--- src/rtl/acpc_pkg.sv ---
// package for the pair-a convert and port control block
// assumes one 25 MHz clock and a host that drives the pins synchronously
package acpc_pkg;
    localparam int unsigned CLK_MHZ = 25;
    localparam int unsigned CONV_CYCLES = 16;
    localparam logic [31:0] CFG_RESET = 32'h0000_03FF;
    localparam int unsigned SEQ_BIT = 23;
    localparam int unsigned CLOCK_SOURCE_SELECT_BIT = 11;
    localparam int unsigned RESET_MIN_NS = 50;
    localparam int unsigned RESET_MIN_CYC = (RESET_MIN_NS * CLK_MHZ + 999) / 1000;
    localparam logic [4:0] CONV_LAST = 5'h0F;

    typedef enum logic [1:0]
    {
        ACPC_IDLE = 2'b00,
        ACPC_CONV = 2'b01,
        ACPC_PPD = 2'b10,
        ACPC_DONE = 2'b11
    } acpc_state_t;

    typedef struct packed
    {
        logic select_n;
        logic read_n;
        logic byte_mode;
        logic high_byte_first;
    } acpc_bus_ctl_t;

    typedef struct packed
    {
        logic [15:0] data;
        logic ch;
    } acpc_word_t;
endpackage

--- src/rtl/acpc_top.sv ---
// conversion start, power modes, reset and parallel result port for pair a
// assumes host pins are synchronous to mclk and results arrive from the sar cores
// Behaviour
// - hardware mode: start rising edge samples both pair-a inputs together
// - start dropping before conversion ends puts pair a in partial power-down
// - software mode with sequential bit set: start converts pair a only
// - standby low powers everything down including clock and reference
// - active-high reset aborts the pair-a conversion
// - reset reloads the configuration word with its default value
// - word mode drives full sixteen-bit result in one access
// - byte mode uses upper eight lines, two accesses, order from high_byte_first
// - hardware mode: range pin low selects four-times-reference input range
// - software mode with clock select bit set: range pin is clock input
// - parallel interface enabled only while select is low
// - data bus driven only while read strobe is low
`timescale 1ns/1ps
module acpc_top
(
    // clock and reset
    input wire logic mclk,
    input wire logic rstn,
    // control pins
    input wire logic pair_a_convert_start,
    input wire logic standby_n,
    input wire logic dev_reset,
    input wire logic config_source_select,
    input wire logic interface_select,
    input wire logic range_or_ext_clock,
    // configuration word load
    input wire logic cfg_we,
    input wire logic [31:0] cfg_wdata,
    // parallel bus control
    input wire acpc_pkg::acpc_bus_ctl_t bus_ctl,
    // results from converter cores
    input wire logic [15:0] core_result0,
    input wire logic [15:0] core_result1,
    // result bus
    output logic [15:0] result_bus_o,
    output logic [15:0] result_bus_oe,
    // status and analog controls
    output logic sample_pair_a,
    output logic pair_a_ppd,
    output logic busy,
    output logic powered_down,
    output logic range_4vref,
    output logic ext_clock_sel,
    output logic [31:0] configuration_word
);
    import acpc_pkg::*;

    // two-stage synchronisers; stage one feeds stage two only
    logic [2:0] sync1_r;
    logic [2:0] sync2_r;
    logic start_d_r;
    acpc_state_t state_r;
    acpc_state_t state_nxt;
    logic [4:0] cnt_r;
    logic [31:0] cfg_r;
    logic [15:0] res0_r;
    logic [15:0] res1_r;
    // buffer of two result words between converter and bus
    acpc_word_t buf_q[2];
    logic [1:0] buf_v_r;
    logic wr_ptr_r;
    logic rd_ptr_r;
    logic byte_half_r;
    logic sel_d_r;
    logic rd_d_r;

    wire start_s = sync2_r[0];
    wire standby_n_s = sync2_r[1];
    wire rst_s = sync2_r[2];
    wire start_rise = start_s && !start_d_r;
    wire sw_mode = config_source_select;
    wire seq_mode = cfg_r[SEQ_BIT];
    // hardware mode or sequential software mode may start pair a
    wire start_ok = !sw_mode || seq_mode;
    wire abort = rst_s || !standby_n_s;
    wire conv_end = (state_r == ACPC_CONV) && (cnt_r == CONV_LAST);
    wire in_valid = conv_end && start_s;
    wire in_ready = !(buf_v_r[0] && buf_v_r[1]);
    wire bus_en = !interface_select && !bus_ctl.select_n;
    wire drive = bus_en && !bus_ctl.read_n;
    wire rd_end = sel_d_r && rd_d_r && !(bus_en && !bus_ctl.read_n);
    wire out_valid = buf_v_r[rd_ptr_r];
    wire word_done = !bus_ctl.byte_mode || byte_half_r;
    wire out_ready = rd_end && word_done;
    wire [15:0] head = buf_q[rd_ptr_r].data;
    wire first_hi = bus_ctl.high_byte_first ^ byte_half_r;
    wire [7:0] byte_out = first_hi ? head[15:8] : head[7:0];
    wire [15:0] bus_val = bus_ctl.byte_mode ? {byte_out, 8'h00} : head;
    wire [15:0] bus_oe = !drive ? 16'h0000 : (bus_ctl.byte_mode ? 16'hFF00 : 16'hFFFF);

    always_comb
    begin
        state_nxt = state_r;
        case (state_r)
            ACPC_IDLE:
                if (start_rise && start_ok)
                    state_nxt = ACPC_CONV;
            ACPC_CONV:
                if (!start_s)
                    state_nxt = ACPC_PPD;
                else if (cnt_r == CONV_LAST)
                    state_nxt = ACPC_DONE;
            ACPC_PPD:
                if (start_rise && start_ok)
                    state_nxt = ACPC_CONV;
            ACPC_DONE:
                if (!start_s)
                    state_nxt = ACPC_IDLE;
            default:
                state_nxt = ACPC_IDLE;
        endcase
        if (abort)
            state_nxt = ACPC_IDLE;
    end

    always_ff @(posedge mclk)
    begin
        if (!rstn)
        begin
            // standby stage idles high so leaving reset is not a false power-down
            sync1_r <= 3'h2;
            sync2_r <= 3'h2;
            start_d_r <= 1'b0;
        end
        else
        begin
            sync1_r <= {dev_reset, standby_n, pair_a_convert_start};
            sync2_r <= sync1_r;
            start_d_r <= start_s;
        end
    end

    always_ff @(posedge mclk)
    begin
        if (!rstn)
        begin
            state_r <= ACPC_IDLE;
            cnt_r <= 5'h00;
        end
        else
        begin
            state_r <= state_nxt;
            cnt_r <= (state_nxt == ACPC_CONV && state_r == ACPC_CONV) ? cnt_r + 5'h01 : 5'h00;
        end
    end

    // reset pin reloads the word; software write otherwise
    always_ff @(posedge mclk)
    begin
        if (!rstn || rst_s)
            cfg_r <= CFG_RESET;
        else if (cfg_we)
            cfg_r <= cfg_wdata;
    end

    always_ff @(posedge mclk)
    begin
        if (start_rise && start_ok && state_r != ACPC_CONV)
        begin
            res0_r <= core_result0;
            res1_r <= core_result1;
        end
    end

    // a full buffer drops a finished pair rather than stalling the sar
    always_ff @(posedge mclk)
    begin
        if (!rstn || rst_s)
        begin
            buf_v_r <= 2'b00;
            wr_ptr_r <= 1'b0;
            rd_ptr_r <= 1'b0;
            byte_half_r <= 1'b0;
        end
        else
        begin
            if (in_valid && in_ready)
            begin
                buf_q[wr_ptr_r] <= '{data: res0_r, ch: 1'b0};
                wr_ptr_r <= !wr_ptr_r;
            end
            if (rd_end && out_valid)
                byte_half_r <= bus_ctl.byte_mode ? !byte_half_r : 1'b0;
            if (out_ready && out_valid)
                rd_ptr_r <= !rd_ptr_r;
            buf_v_r <= (buf_v_r
                | ((in_valid && in_ready) ? (2'b01 << wr_ptr_r) : 2'b00))
                & ~((out_ready && out_valid) ? (2'b01 << rd_ptr_r) : 2'b00);
        end
    end

    always_ff @(posedge mclk)
    begin
        if (!rstn)
        begin
            sel_d_r <= 1'b0;
            rd_d_r <= 1'b0;
            result_bus_o <= 16'h0000;
            result_bus_oe <= 16'h0000;
            sample_pair_a <= 1'b0;
            pair_a_ppd <= 1'b0;
            busy <= 1'b0;
            powered_down <= 1'b0;
            range_4vref <= 1'b0;
            ext_clock_sel <= 1'b0;
            configuration_word <= CFG_RESET;
        end
        else
        begin
            sel_d_r <= bus_en;
            rd_d_r <= drive;
            result_bus_o <= drive ? bus_val : 16'h0000;
            result_bus_oe <= bus_oe;
            sample_pair_a <= state_nxt == ACPC_CONV && state_r != ACPC_CONV;
            pair_a_ppd <= state_nxt == ACPC_PPD;
            busy <= state_nxt == ACPC_CONV;
            powered_down <= !standby_n_s;
            range_4vref <= !sw_mode && !range_or_ext_clock;
            ext_clock_sel <= sw_mode && cfg_r[CLOCK_SOURCE_SELECT_BIT];
            configuration_word <= cfg_r;
        end
    end
endmodule

--- config.mk ---
export PLATFORM = sky130hd
export DESIGN_NAME = acpc_top
export DESIGN_NICKNAME = d
export VERILOG_FILES = /design/src/rtl/acpc_pkg.sv /design/src/rtl/acpc_top.sv
export SDC_FILE = /design/constraint.sdc
export NUM_CORES = 1
export LEC_CHECK = 0
export BUFFER_PORTS_ARGS = -buffer_cell sky130_fd_sc_hd__buf_2
export CAP_MARGIN = 20
export CORE_MARGIN = 3
export CORE_UTILIZATION = 46
export DETAILED_ROUTE_END_ITERATION = 6
export PLACE_DENSITY = 0.74
export SETUP_SLACK_MARGIN = 0.02
export SYNTH_ARGS = -nofsm -noshare
export SYNTH_HDL_FRONTEND = slang
export SYNTH_SLANG_ARGS = --single-unit
export TNS_END_PERCENT = 50
--- constraint.sdc ---
create_clock -name mclk -period 3.2 [get_ports mclk]
set_input_delay 0.32 -clock mclk [delete_from_list [all_inputs] [get_ports mclk]]
set_output_delay 0.32 -clock mclk [all_outputs]
set_load 0.1 [all_outputs]
==> flow_metrics.tcl <==
set metrics [dict create \
    htreeDepth 4 \
    post_cts_resized 0 \
    rsz0062_at_grt "no" \
    drc 0 \
    worst_slack_ns 1.24 \
    finalMaxSlewViolations 0 \
    max-vdd-ir-drop_mv 0.515 \
    endpoint "buf_q[1][2]" \
    synthCells 410 \
    cts_buffer_depth 2 \
    crit_arrival_ns 2.05 \
    path_class "reg -> reg" \
    synth_flop_cell "dfxtp_1" \
    synth_most_common_cell "dfxtp_1" \
    cts_setup_buffers 0 \
    crit_path_cell_trace "ha_1 -> and3_1 -> ha_1 -> nand4b_1 -> nor4_2 -> buf_4" \
    r2r_start "cnt_r[0]" \
    gr-usage-all-layers_pct 15.2 \
    dr.pass1.iters 4 \
    initial_core_util_pct 48.2 \
    max_stage_delay_ns 0.35 \
    final.setup_skew_ns 0.00627 \
    p_total_uw 4500 \
    fmax_mhz 510 \
    cts_tree "yes" \
    overflow 0 \
    fin_crit_ns 1.96 \
    die_h_um 114 \
    crit_top_cell "ha_1" \
    synth-async-reset-ratio_pct 0 \
    slowest_stage "dfxtp_1" \
    min_path_cells 2 \
    worst_pin_slew_ns 0.976 \
    finalHoldViolCount 0 \
    synth_cell_types 39 \
    synth_area_leaders "dfxtp_1 (41%), edfxtp_1 (27%), mux2i_1 (8.0%)" \
    dp_hpwl_um 6650 \
    die_area_um2 13000 \
    fin_setup_tns_ns 0 \
    wire_per_inst_um 13.9 \
    reg2reg_to "buf_q[1][2]" \
    syn2layout_area_growth_pct 24.1 \
    diodes 0 \
    fin_util_pct 59.8 \
    syn_nets 491 \
    power.density_nw_per_um2 677 \
    yosys_warnings 0 \
    grt_max_degree 45 \
    io_buffers 130 \
    avgSynthCellArea_um2 13.1 \
    synth-edff-count 48 \
    clkTransAtPathRegs_ns 0.06 \
    r2r_slack_ns 1.24 \
    rr_worst_depth 6 \
    setup_viol 0 \
    path_max_fanout 16 \
    clkLatencyLatePin_ns 0.41 \
    ys_ff_latch 158 \
    drive_above_1_share_pct 33.0 \
    antenna_found_initial 0 \
    dpl_worst_slack_ns 1.15 \
    rows 38 \
    cts.sinks 158 \
    first_iter_violations 149 \
    yosysSeqAreaShare_pct 68.0 \
    coreArea_um2 11100 \
    nets 611 \
    slew_headroom_pct 35.0 \
    post-route-period-util_pct 61.3 \
    cts_root_buffer "clkbuf_16" \
    drtAntennaViolNets 0 \
    drv_cap 0 \
    cp-end-kind "register" \
    pin_count 147 \
    hold_class "in -> reg" \
    grt_pass1_wl_um 15500 \
    startpoint "cnt_r[0]" \
    start_kind "register" \
    postCtsHoldBufs 0 \
    num_vias 3246 \
    netlist.area_leader.share_pct 41.1 \
    die_x_um 114 \
    p_leak_uw 0.00285 \
    drt-total-wl_um 9500 \
    syn_area_um2 5360 \
    netlist_top_cells_count "dfxtp_1 (110), edfxtp_1 (48), mux2i_1 (43)" \
    grt_pass1_vias 3279 \
    status "completed" \
    via_per_inst 4.75 \
    required_ns 3.29 \
    yosysTopAreaCell "dfxtp_1" \
    globalplace.congestion 0.699 \
    cts_buffers 17 \
]
metrics by stage:
stage / hold WS, ns / std cells / instance area, um^2
after global placement: 0.390 / 650 / 6020
after floorplan: 0.385 / 410 / 5360
final: 0.0732 / 683 / 6650
after global routing: 0.0676 / 683 / 6650
after CTS: 0.0546 / 682 / 6620
after detailed placement: 0.397 / 650 / 6020
layer usage:
metal,global-route usage [%],wire length [um]
met5,0,0
met2,23.7,4520
met1,18.7,4140
met4,6.41,125
met3,6.26,702
power breakdown:
group          internal [uW]  total [uW]  switching (uW)
combinational           90.8         344             253
sequential              2110        2130            21.1
clock                   1300        2030             732
total                   3500        4500            1010
registers in the layout, summed over array words and instances, names as in the netlist, 3 cells and up, named ones only:
register and cells:
sync2_r 3, res0_r 16, sync1_r 3, configuration_word 32
buf_q 32, cnt_r 5, cfg_r 32, result_bus_o 16
cells in the final DEF (no fill, tap or decap), types with 3 or more instances in the layout:
cell type  count
clkbuf_16     17
nor3_1         4
and2_1        29
nor2_2         8
nor2_1        29
or2b_1         3
clkinv_2       4
and3_1         4
bufinv_16      4
a221oi_1       8
nor2b_1       14
buf_4          5
inv_1          8
nand2b_1      13
a311oi_1       8
ha_1           4
dfxtp_1      110
a21oi_1        3
nand2_1       15
buf_2        130
mux2i_1       43
edfxtp_1      48
final cells by class:
type | count | area (um^2)
fill | 921 | 4470
sequential | 158 | 3640
multi-input combinational | 208 | 1470
timing repair buffer | 136 | 716
clock buffer | 19 | 433
tap | 140 | 175
clock inverter | 13 | 171
inverter | 9 | 38.8
how the worst min path moves through the flow:
stage / startpoint / endpoint
2_1_floorplan: sync1_r[1] / sync2_r[1]
3_3_place_gp: sync1_r[1] / sync2_r[1]
3_5_place_dp: sync1_r[1] / sync2_r[1]
4_1_cts: range_or_ext_clock / range_4vref
5_1_grt: core_result0[9] / res0_r[9]
6_report: range_or_ext_clock / range_4vref
worst max-delay path: cells and delay by family, from the launching register on:
kind	cells	cell delay (ns)
adder cells (fa/ha/maj)	2	0.42
flip-flops	1	0.35
AND/OR/NAND/NOR	3	0.59
buffers and inverters	1	0.29
cell families after synthesis:
family | count (synthesis) | share of synthesized area, %
compound gates | 27 | 4.13
xor+xnor | 3 | 0.631
fa+ha+maj | 4 | 0.934
buf+inv | 44 | 4.74
flops | 158 | 68.0
mux | 43 | 8.03
simple gates | 131 | 13.5
No activity file was read; power rests on OpenSTA's default activity.
